===== src/acq_seq_pkg.sv =====
package acq_seq_pkg;

    // Capture commands.
    typedef enum logic [1:0] {
        CMD_FREEZE = 2'b00,
        CMD_ABORT = 2'b01,
        CMD_SNAP = 2'b10,
        CMD_GRAB = 2'b11
    } capture_cmd_t;

    // Capture mode select values.
    localparam logic [2:0] MODE_NEXT_FRAME = 3'h0;
    localparam logic [2:0] MODE_TRIG_CMD = 3'h1;
    localparam logic [2:0] MODE_TRIG_SNAP = 3'h2;
    localparam logic [2:0] MODE_TRIG_LEVEL = 3'h3;

    // Line counter selects and constants.
    localparam logic [1:0] CLEAR_END_WINDOW = 2'h0;
    localparam logic [1:0] CLEAR_FRAME_OR_TABLE = 2'h1;
    localparam logic [1:0] CLEAR_TABLE = 2'h2;
    localparam logic [1:0] JUMP_NONE = 2'h0;
    localparam logic [1:0] JUMP_LINE_VALID = 2'h1;
    localparam logic [1:0] JUMP_ENCODER = 2'h2;
    localparam int COUNT_WIDTH = 14;
    localparam logic [13:0] STICK_POINT = 14'h1ff0;
    localparam logic [13:0] JUMP_VALUE = 14'h2000;
    localparam logic [13:0] COUNT_RESET = 14'h0000;

    // Register map of the plain register port.
    localparam logic [3:0] ADDR_COMMAND = 4'h0;
    localparam logic [3:0] ADDR_CONTROL = 4'h1;
    localparam logic [3:0] ADDR_STATUS = 4'h2;
    localparam logic [3:0] ADDR_COUNTER = 4'h3;

    // Control register field positions.
    localparam int CTL_MODE_LSB = 0;
    localparam int CTL_ABORT_SRC = 4;
    localparam int CTL_ZERO_REL = 5;
    localparam int CTL_STICK_REL = 6;
    localparam int CTL_CLEAR_LSB = 8;
    localparam int CTL_JUMP_LSB = 10;
    localparam logic [11:0] CTL_RESET = 12'h000;

endpackage : acq_seq_pkg


===== src/frame_acquisition_sequencer.sv =====
// The address-and-strobe port and the register addresses were left to the implementer.
`timescale 1ns/1ps
`default_nettype none

module frame_acquisition_sequencer
    import acq_seq_pkg::*;
(
    // Clock and reset.
    input wire logic clk,
    input wire logic rst_n,
    // Register port.
    input wire logic [3:0] regAddr,
    input wire logic [31:0] regWrData,
    input wire logic regWrite,
    input wire logic regRead,
    output logic [31:0] regRdData,
    // Camera and external events.
    input wire logic frame_valid,
    input wire logic line_valid,
    input wire logic trigger,
    input wire logic encoder,
    input wire logic lineWindowEnd,
    input wire logic line_table_clear_event,
    input wire logic line_table_load_enable,
    input wire logic software_clear_event,
    // Results.
    output logic frameMarked,
    output logic [COUNT_WIDTH-1:0] line_position_counter
);

    ////////////////////////////////////////////////////////////////////////////

    logic [3:0] syncLevel;
    logic [3:0] syncRise;
    logic [3:0] syncFall;

    // Bit order: frame valid, line valid, trigger, encoder.
    edge_sync #(.WIDTH(4)) u_sync (
        .clk(clk),
        .rst_n(rst_n),
        .async({frame_valid, line_valid, trigger, encoder}),
        .level(syncLevel),
        .rise(syncRise),
        .fall(syncFall)
    );

    logic vertical_active;
    logic frame_valid_rise_event;
    logic line_valid_rise_event;
    logic trigLevel;
    logic trigRise;
    logic trigger_fall_event;
    logic encoder_rise_event;

    assign vertical_active = syncLevel[3];
    assign frame_valid_rise_event = syncRise[3];
    assign line_valid_rise_event = syncRise[2];
    assign trigLevel = syncLevel[1];
    assign trigRise = syncRise[1];
    assign trigger_fall_event = syncFall[1];
    assign encoder_rise_event = syncRise[0];

    ////////////////////////////////////////////////////////////////////////////

    typedef enum logic [1:0] {
        ST_IDLE = 2'b00,
        ST_WAIT = 2'b01,
        ST_CAPTURE = 2'b10,
        ST_STOPPING = 2'b11
    } acq_state_t;

    typedef struct packed {
        capture_cmd_t pendingCmd;
        capture_cmd_t activeCmd;
        logic [11:0] control;
        acq_state_t state;
        logic trigArmed;
        logic heldZero;
        logic [COUNT_WIDTH-1:0] count;
        logic [31:0] rdData;
    } state_t;

    state_t r;
    state_t next_r;

    logic [2:0] capture_mode_select;
    logic abort_source_select;
    logic line_zero_release_select;
    logic line_stick_release_select;
    logic [1:0] line_counter_clear_select;
    logic [1:0] line_counter_jump_select;

    assign capture_mode_select = r.control[CTL_MODE_LSB +: 3];
    assign abort_source_select = r.control[CTL_ABORT_SRC];
    assign line_zero_release_select = r.control[CTL_ZERO_REL];
    assign line_stick_release_select = r.control[CTL_STICK_REL];
    assign line_counter_clear_select = r.control[CTL_CLEAR_LSB +: 2];
    assign line_counter_jump_select = r.control[CTL_JUMP_LSB +: 2];

    logic cmdWrite;
    logic host_stop_write_event;
    logic abortNow;
    logic line_clear_event;
    logic line_jump_event;
    logic running;

    assign cmdWrite = regWrite && (regAddr == ADDR_COMMAND);
    assign host_stop_write_event = cmdWrite && (regWrData[1:0] == CMD_ABORT)
        && (capture_mode_select != MODE_TRIG_LEVEL);
    assign abortNow = host_stop_write_event
        || (abort_source_select && trigger_fall_event);
    assign running = (r.state == ST_CAPTURE) && (r.activeCmd inside {CMD_SNAP, CMD_GRAB});

    always_comb
    begin
        case (line_counter_clear_select)
            CLEAR_END_WINDOW: line_clear_event = lineWindowEnd;
            CLEAR_FRAME_OR_TABLE: line_clear_event = frame_valid_rise_event
                || line_table_clear_event;
            CLEAR_TABLE: line_clear_event = line_table_clear_event;
            default: line_clear_event = 1'b0;
        endcase
        case (line_counter_jump_select)
            JUMP_LINE_VALID: line_jump_event = line_valid_rise_event
                && line_table_load_enable;
            JUMP_ENCODER: line_jump_event = encoder_rise_event
                && line_table_load_enable;
            default: line_jump_event = 1'b0;
        endcase
    end

    ////////////////////////////////////////////////////////////////////////////

    always_comb
    begin
        next_r = r;
        next_r.rdData = 32'h0000_0000;

        if (regRead)
        begin
            case (regAddr)
                ADDR_COMMAND: next_r.rdData = {30'h0, r.pendingCmd};
                ADDR_CONTROL: next_r.rdData = {20'h0, r.control};
                ADDR_STATUS: next_r.rdData = {28'h0, r.state, r.activeCmd};
                ADDR_COUNTER: next_r.rdData = {18'h0, r.count};
                default: next_r.rdData = 32'h0000_0000;
            endcase
        end
        if (regWrite && (regAddr == ADDR_CONTROL))
        begin
            next_r.control = regWrData[11:0];
        end

        // Line position counter; clears win over a jump, a jump over the zero hold and the stick point.
        if (software_clear_event || host_stop_write_event)
        begin
            next_r.count = COUNT_RESET;
            next_r.heldZero = line_zero_release_select;
        end
        else if (line_clear_event)
        begin
            next_r.count = COUNT_RESET;
            next_r.heldZero = line_zero_release_select;
        end
        else if (line_jump_event)
        begin
            next_r.count = JUMP_VALUE;
            next_r.heldZero = 1'b0;
        end
        else if (r.heldZero && line_zero_release_select && !encoder_rise_event)
        begin
            next_r.count = COUNT_RESET;
        end
        else if (line_stick_release_select && (r.count == STICK_POINT))
        begin
            next_r.count = STICK_POINT;
        end
        else
        begin
            next_r.count = r.count + 1'b1;
            next_r.heldZero = 1'b0;
        end

        // Host command latch; held until a frame start takes a snap or a MODE_TRIG_CMD command, or until an abort.
        if (cmdWrite && (capture_mode_select != MODE_TRIG_LEVEL))
        begin
            if (!((regWrData[1] == 1'b1) && running))
            begin
                next_r.pendingCmd = capture_cmd_t'(regWrData[1:0]);
                next_r.trigArmed = 1'b0;
            end
        end
        if (trigRise)
        begin
            next_r.trigArmed = 1'b1;
        end

        // Acquisition state machine.
        case (r.state)
            ST_IDLE, ST_WAIT:
            begin
                if (capture_mode_select == MODE_TRIG_LEVEL)
                begin
                    next_r.state = ST_WAIT;
                    if (frame_valid_rise_event && trigLevel)
                    begin
                        next_r.activeCmd = CMD_GRAB;
                        next_r.state = ST_CAPTURE;
                    end
                end
                else if (frame_valid_rise_event && next_r.pendingCmd[1]
                    && ((capture_mode_select == MODE_NEXT_FRAME)
                    || r.trigArmed || trigRise))
                begin
                    next_r.activeCmd = next_r.pendingCmd;
                    next_r.state = ST_CAPTURE;
                    next_r.trigArmed = 1'b0;
                    if ((next_r.pendingCmd == CMD_SNAP)
                        || (capture_mode_select == MODE_TRIG_CMD))
                    begin
                        next_r.pendingCmd = CMD_FREEZE;
                    end
                    if (capture_mode_select == MODE_TRIG_SNAP)
                    begin
                        next_r.activeCmd = CMD_SNAP;
                    end
                end
                else if (frame_valid_rise_event)
                begin
                    next_r.activeCmd = CMD_FREEZE;
                    next_r.state = ST_IDLE;
                end
            end
            ST_CAPTURE:
            begin
                if (!vertical_active || ((capture_mode_select == MODE_TRIG_LEVEL) && !trigLevel))
                begin
                    if ((r.activeCmd == CMD_SNAP) || (next_r.pendingCmd == CMD_FREEZE)
                        || (capture_mode_select != MODE_NEXT_FRAME))
                    begin
                        next_r.state = ST_STOPPING;
                    end
                    else
                    begin
                        next_r.state = ST_WAIT;
                    end
                end
            end
            ST_STOPPING:
            begin
                next_r.activeCmd = CMD_FREEZE;
                next_r.state = ST_IDLE;
            end
            default: next_r.state = ST_IDLE;
        endcase

        // Freeze between frames stops a continuous grab immediately.
        if ((r.state == ST_WAIT) && (next_r.pendingCmd == CMD_FREEZE)
            && (capture_mode_select == MODE_NEXT_FRAME) && !frame_valid_rise_event)
        begin
            next_r.activeCmd = CMD_FREEZE;
            next_r.state = ST_IDLE;
        end

        if (abortNow)
        begin
            next_r.state = ST_IDLE;
            next_r.activeCmd = CMD_ABORT;
            next_r.pendingCmd = CMD_FREEZE;
            next_r.trigArmed = 1'b0;
        end
    end

    always_ff @(posedge clk or negedge rst_n)
    begin
        if (!rst_n)
        begin
            r.pendingCmd <= CMD_FREEZE;
            r.activeCmd <= CMD_FREEZE;
            r.control <= CTL_RESET;
            r.state <= ST_IDLE;
            r.trigArmed <= 1'b0;
            r.heldZero <= 1'b0;
            r.count <= COUNT_RESET;
            r.rdData <= 32'h0000_0000;
        end
        else
        begin
            r <= next_r;
        end
    end

    // Marks the frame; window logic elsewhere picks pixels and lines.
    assign frameMarked = (r.state == ST_CAPTURE) && vertical_active;
    assign line_position_counter = r.count;
    assign regRdData = r.rdData;

    ////////////////////////////////////////////////////////////////////////////

    a_abort_stops: assert property (@(posedge clk) disable iff (!rst_n)
        abortNow |=> (r.state == ST_IDLE) && !frameMarked)
        else $error("abort did not stop capture");
    a_trig_abort_src: assert property (@(posedge clk) disable iff (!rst_n)
        (trigger_fall_event && abort_source_select && r.state == ST_CAPTURE)
        |=> r.state == ST_IDLE)
        else $error("trigger fall abort ignored");
    a_counter_clear: assert property (@(posedge clk) disable iff (!rst_n)
        (software_clear_event || host_stop_write_event) |=> r.count == COUNT_RESET)
        else $error("counter not cleared");
    a_stick_hold: assert property (@(posedge clk) disable iff (!rst_n)
        (r.count == STICK_POINT && line_stick_release_select && !line_clear_event
        && !line_jump_event && !software_clear_event && !host_stop_write_event
        && !(r.heldZero && line_zero_release_select))
        |=> r.count == STICK_POINT)
        else $error("counter left stick point");
    a_jump_value: assert property (@(posedge clk) disable iff (!rst_n)
        (line_jump_event && !line_clear_event && !software_clear_event
        && !host_stop_write_event) |=> r.count == JUMP_VALUE)
        else $error("counter did not jump");
    a_start_at_frame: assert property (@(posedge clk) disable iff (!rst_n)
        (r.state != ST_CAPTURE) ##1 (r.state == ST_CAPTURE)
        |-> $past(frame_valid_rise_event))
        else $error("capture began outside frame start");
    a_snap_clears: assert property (@(posedge clk) disable iff (!rst_n)
        (r.state == ST_CAPTURE && $changed(r.state) && r.activeCmd == CMD_SNAP
        && capture_mode_select == MODE_NEXT_FRAME && !cmdWrite)
        |-> r.pendingCmd == CMD_FREEZE)
        else $error("snap did not clear command");
    a_ignore_busy: assert property (@(posedge clk) disable iff (!rst_n)
        (cmdWrite && regWrData[1] && running && !abortNow)
        |=> $stable(r.pendingCmd))
        else $error("busy command not ignored");
    a_level_mode: assert property (@(posedge clk) disable iff (!rst_n)
        (capture_mode_select == MODE_TRIG_LEVEL && cmdWrite && !abortNow
        && !(r.state == ST_CAPTURE && frame_valid_rise_event))
        |=> $stable(r.pendingCmd))
        else $error("command taken in level mode");

    c_snap: cover property (@(posedge clk) r.state == ST_CAPTURE && r.activeCmd == CMD_SNAP);
    c_grab: cover property (@(posedge clk) r.state == ST_CAPTURE && r.activeCmd == CMD_GRAB);
    c_abort: cover property (@(posedge clk) abortNow && r.state == ST_CAPTURE);
    c_stick: cover property (@(posedge clk) r.count == STICK_POINT);

endmodule : frame_acquisition_sequencer

`default_nettype wire


===== src/edge_sync.sv =====
`timescale 1ns/1ps
`default_nettype none

module edge_sync #(
    parameter int WIDTH = 4
) (
    // Clock and reset.
    input wire logic clk,
    input wire logic rst_n,
    // Asynchronous inputs and synchronised results.
    input wire logic [WIDTH-1:0] async,
    output logic [WIDTH-1:0] level,
    output logic [WIDTH-1:0] rise,
    output logic [WIDTH-1:0] fall
);

    typedef struct packed {
        logic [WIDTH-1:0] meta;
        logic [WIDTH-1:0] sync;
        logic [WIDTH-1:0] prev;
    } state_t;

    if (WIDTH < 1)
    begin : g_width_check
        $error("edge_sync needs a positive width");
    end

    state_t r;
    state_t next_r;

    always_comb
    begin
        next_r.meta = async;
        next_r.sync = r.meta;
        next_r.prev = r.sync;
    end

    always_ff @(posedge clk or negedge rst_n)
    begin
        if (!rst_n)
        begin
            r <= '0;
        end
        else
        begin
            r <= next_r;
        end
    end

    assign level = r.sync;
    assign rise = r.sync & ~r.prev;
    assign fall = ~r.sync & r.prev;

endmodule : edge_sync

`default_nettype wire


===== config.mk =====
export PLATFORM = sky130hd
export DESIGN_NAME = frame_acquisition_sequencer
export DESIGN_NICKNAME = d
export VERILOG_FILES = /design/src/acq_seq_pkg.sv /design/src/frame_acquisition_sequencer.sv /design/src/edge_sync.sv
export SDC_FILE = /design/constraint.sdc
export NUM_CORES = 1
export LEC_CHECK = 0
export ABC_AREA = 0
export ABC_CLOCK_PERIOD_IN_PS = 3700
export BUFFER_PORTS_ARGS = -buffer_cell sky130_fd_sc_hd__buf_2
export CORE_ASPECT_RATIO = 1.1
export CORE_MARGIN = 4
export CORE_UTILIZATION = 45
export DETAILED_ROUTE_END_ITERATION = 10
export PLACE_DENSITY = 0.79
export SYNTH_ARGS = -nofsm -noshare
export SYNTH_HDL_FRONTEND = slang
export SYNTH_SLANG_ARGS = --single-unit

===== constraint.sdc =====
create_clock -name clk -period 3.7 [get_ports clk]
set_clock_uncertainty 0.1 [all_clocks]
set_input_delay 0.185 -clock clk [delete_from_list [all_inputs] [get_ports clk]]
set_output_delay 0.185 -clock clk [all_outputs]
set_load 0.1 [all_outputs]

==> summary.txt <==
Status
  – Status: completed

Routing
  – DRT iter0 DRCs: 85
  – DR WL/cell: approximately 15 µm
  – Via count: 2236
  – Final wirelength: 6350 µm
  – DRC: 0
  – Vias per cell: ~5.3
  – Initial DRT Pass Iterations: 4
  – Post-DRT Antenna Nets: 0

Clocking
  – Clock sinks: 60
  – Post-CTS Repair Setup Buffers: 0
  – Clk pin slew, worst setup/hold paths: 0.06 ns
  – Skew-Pair Late Insertion Delay: 0.34 ns
  – CTS max path bufs: 2
  – Clock Tree Root: clkbuf_8
  – TritonCTS clock tree: done
  – Count of cells resized by post-cts repair: 0
  – Hold_buf cts: 15
  – CTS buffer count: 9
  – H-tree levels: 3

STA
  – RSZ-0062 raised after global routing: no
  – Final period utilization: a little over three fifths
  – Fmax: ~430 MHz
  – Fin worst setup slack: 1.36 ns
  – Worst Tran Pin Value: between 0.8 and 0.9 ns
  – Setup tns final: 0 ns
  – Final setup vio count: 0
  – Min Tclk post-route: roughly 2.3 ns
  – Hold WS: between 0.015 and 0.02 ns
  – Pins Over Slew Limit: 0
  – Final hold vios: 0
  – Slew headroom: around two fifths

Run
  – Max Cap Viol: 0

Critical path
  – Arrival time worst endpoint: around 2.5 ns
  – CP Max Fanout: 11
  – CP Launch Point: capture_mode_select[2]
  – Slowest stage cell, crit path: dfrtp_1
  – Data required, critical path: 3.83 ns
  – Register-to-Register Path Depth: 5
  – Largest stage delay, worst path: 0.46 ns
  – CP Capture Type: flop
  – Crit-path cells: and3b_1, nor4b_4, a221o_1, nand3b_1, a311oi_1
  – Startpoint Class: flop
  – Crit path kind: flop to flop
  – Reg-to-Reg Start: capture_mode_select[2]

Die
  – Initial core utilization: 47.0%
  – Chip width: 87.8 µm
  – Die area: approximately 8400 µm²
  – Die height: ~96 µm
  – Num ports: between 90 and 100
  – Core box area: between 6000 and 7000 µm²
  – Number of placement rows: 31

Synthesis
  – Synth Instances: roughly 290
  – Mean Syn Cell Area: around 11 µm²
  – Distinct cells, synth: 53
  – Post-synth EDFFs: 0
  – Sequential area share after synthesis: ~48%
  – Yosys top cell area share: a little under half
  – Asr flop ratio synth: between 90% and 100%
  – Synth top area cells: dfrtp_1 48%, buf_4 11%, mux2_2 5.0%, nor2_1 3.8%, mux2i_1 2.9%
  – Seq cells post-synth: 60
  – Synth warn: 0
  – Most used DFF post-synth: dfrtp_1
  – Cell area after synthesis: between 3000 and 4000 µm²
  – Yosys top cell by area: dfrtp_1

Final layout
  – Layout cell share with drive strength beyond 1: 27.1%
  – Non-Filler Instances: ~430
  – Final #Nets: between 300 and 400
  – Layout area overhead: 13.6%
  – Post-route cell area: 3580 µm²
  – Final core occ: 53.4%
  – # diodes: 0

Power
  – Leakage: around 1.7 nW
  – Total power: 1.86 mW
  – Power density over the cells: a little over 500 nW/µm²
  – Worst IR Drop VDD: approximately 0.20 mV

Worst hold path
  – Hold_sp: regRead
  – Hold path depth: 2
  – Worst min path class: input port to flop

Placement
  – Post-DP Area: 3220 µm²
  – Post-Place Setup Slack: 1.41 ns
  – Placed insts: 394
  – GP Congestion: roughly 0.9
  – PortBufs: 56
  – Final HPWL DP: approximately 4800 µm

GRT
  – Initial antenna violation count: 0
  – GRT overflow: 0
  – Tot GR Track Use: 16.3%
  – Vias in the first global route: about 2200
  – Largest net degree at the start of global routing: 40
  – Wire length of the first global-routing pass: 10400 µm
## cell usage after synthesis (2+ instances only)
master     n
a22oi_1    2
o22ai_1    3
a311oi_1   2
a221o_1    2
ha_1       3
a31oi_1    2
clkbuf_1   3
nand2b_1   3
dfrtp_1   60
o21ai_0    5
and3_1     8
inv_1     11
nor4b_4    2
nor2b_1    3
and3b_1    2
nor2_1    32
nand2_1    9
nand4_1    3
a211oi_1   2
buf_4     47
and4_1     3
nor3_1     7
buf_6      2
nand3b_1   5
nand3_1    9
xor2_1     4
mux4_2     2
a21oi_1    3
mux2_2    14
a32o_1     2
mux2i_1    9
xnor2_1    6
## logic make-up after synthesis
group / share of synthesized area, %
AOI/OAI and AO/OA: 8.57
xor gates and xnor gates: 2.78
adders and majority gates: 1.19
buffers and inverters: 13.7
DFF: 47.6
muxes: 9.72
other: 0.119
and+or+nand+nor: 16.3
## where the power goes
group          total (mW)  leakage [nW]  switching (mW)  internal (mW)
Clock               0.641         0.113           0.247          0.394
Combinational       0.408         0.824           0.265          0.143
Sequential          0.807         0.779          0.0832          0.724
## layout make-up
type                    count  area (µm²)
clock inverters             5        75.1
fillers                   607        3130
inverters                  11        41.3
well taps                  82         103
repair buffers             72         438
multi-input cells         184        1280
clock buffers              11         141
flip-flops and latches     60        1500
## critical path, delay by kind of cell, from the launching register on
family,cells,cell delay [ns]
DFF,1,0.46
AOI/OAI and AO/OA,2,0.79
and+or+nand+nor,3,0.89
## state kept, by name (all words and copies together) (netlist names)
signal and flops:
line_position_counter 14, regRdData 14, r 10, u_sync.level 4
u_sync.next_r 4, u_sync.r 4, capture_mode_select 3, line_counter_clear_select 2
line_counter_jump_select 2, abort_source_select 1, line_stick_release_select 1, line_zero_release_select 1
## cells in the final DEF, fill, tap and decap left out, types with 6 or more instances in the layout
cell type       n
and3_1          8
buf_2          56
clkbuf_8       10
conb_1         18
dfrtp_1        60
dlygate4sd3_1  15
inv_1          11
mux2_2         14
mux2i_1         9
nand2_1         9
nand3_1         9
nor2_1         32
nor3_1          7
xnor2_1         6
## routing by layer
layer | share of wire (%) | GRT usage, % | vias up | wire length (µm)
li1 | - | - | 1055 | -
met1 | 42 | 20.3 | 1063 | 2680
met2 | 49 | 26.3 | 97 | 3080
met3 | 6.8 | 3.94 | 21 | 435
met4 | 2.4 | 8.31 | 0 | 153
met5 | 0 | 0 | - | 0
## final timing paths
check,endpoint,slack [ns]
max in group asynchronous,r[47],2.28
max,line_position_counter[12],1.36
min,regRdData[1],0.02
min in group asynchronous,regRdData[2],0.40
min reg2reg,u_sync.level[2],0.25
max reg2reg,line_position_counter[12],1.36
(Power assumes the default switching activity.)
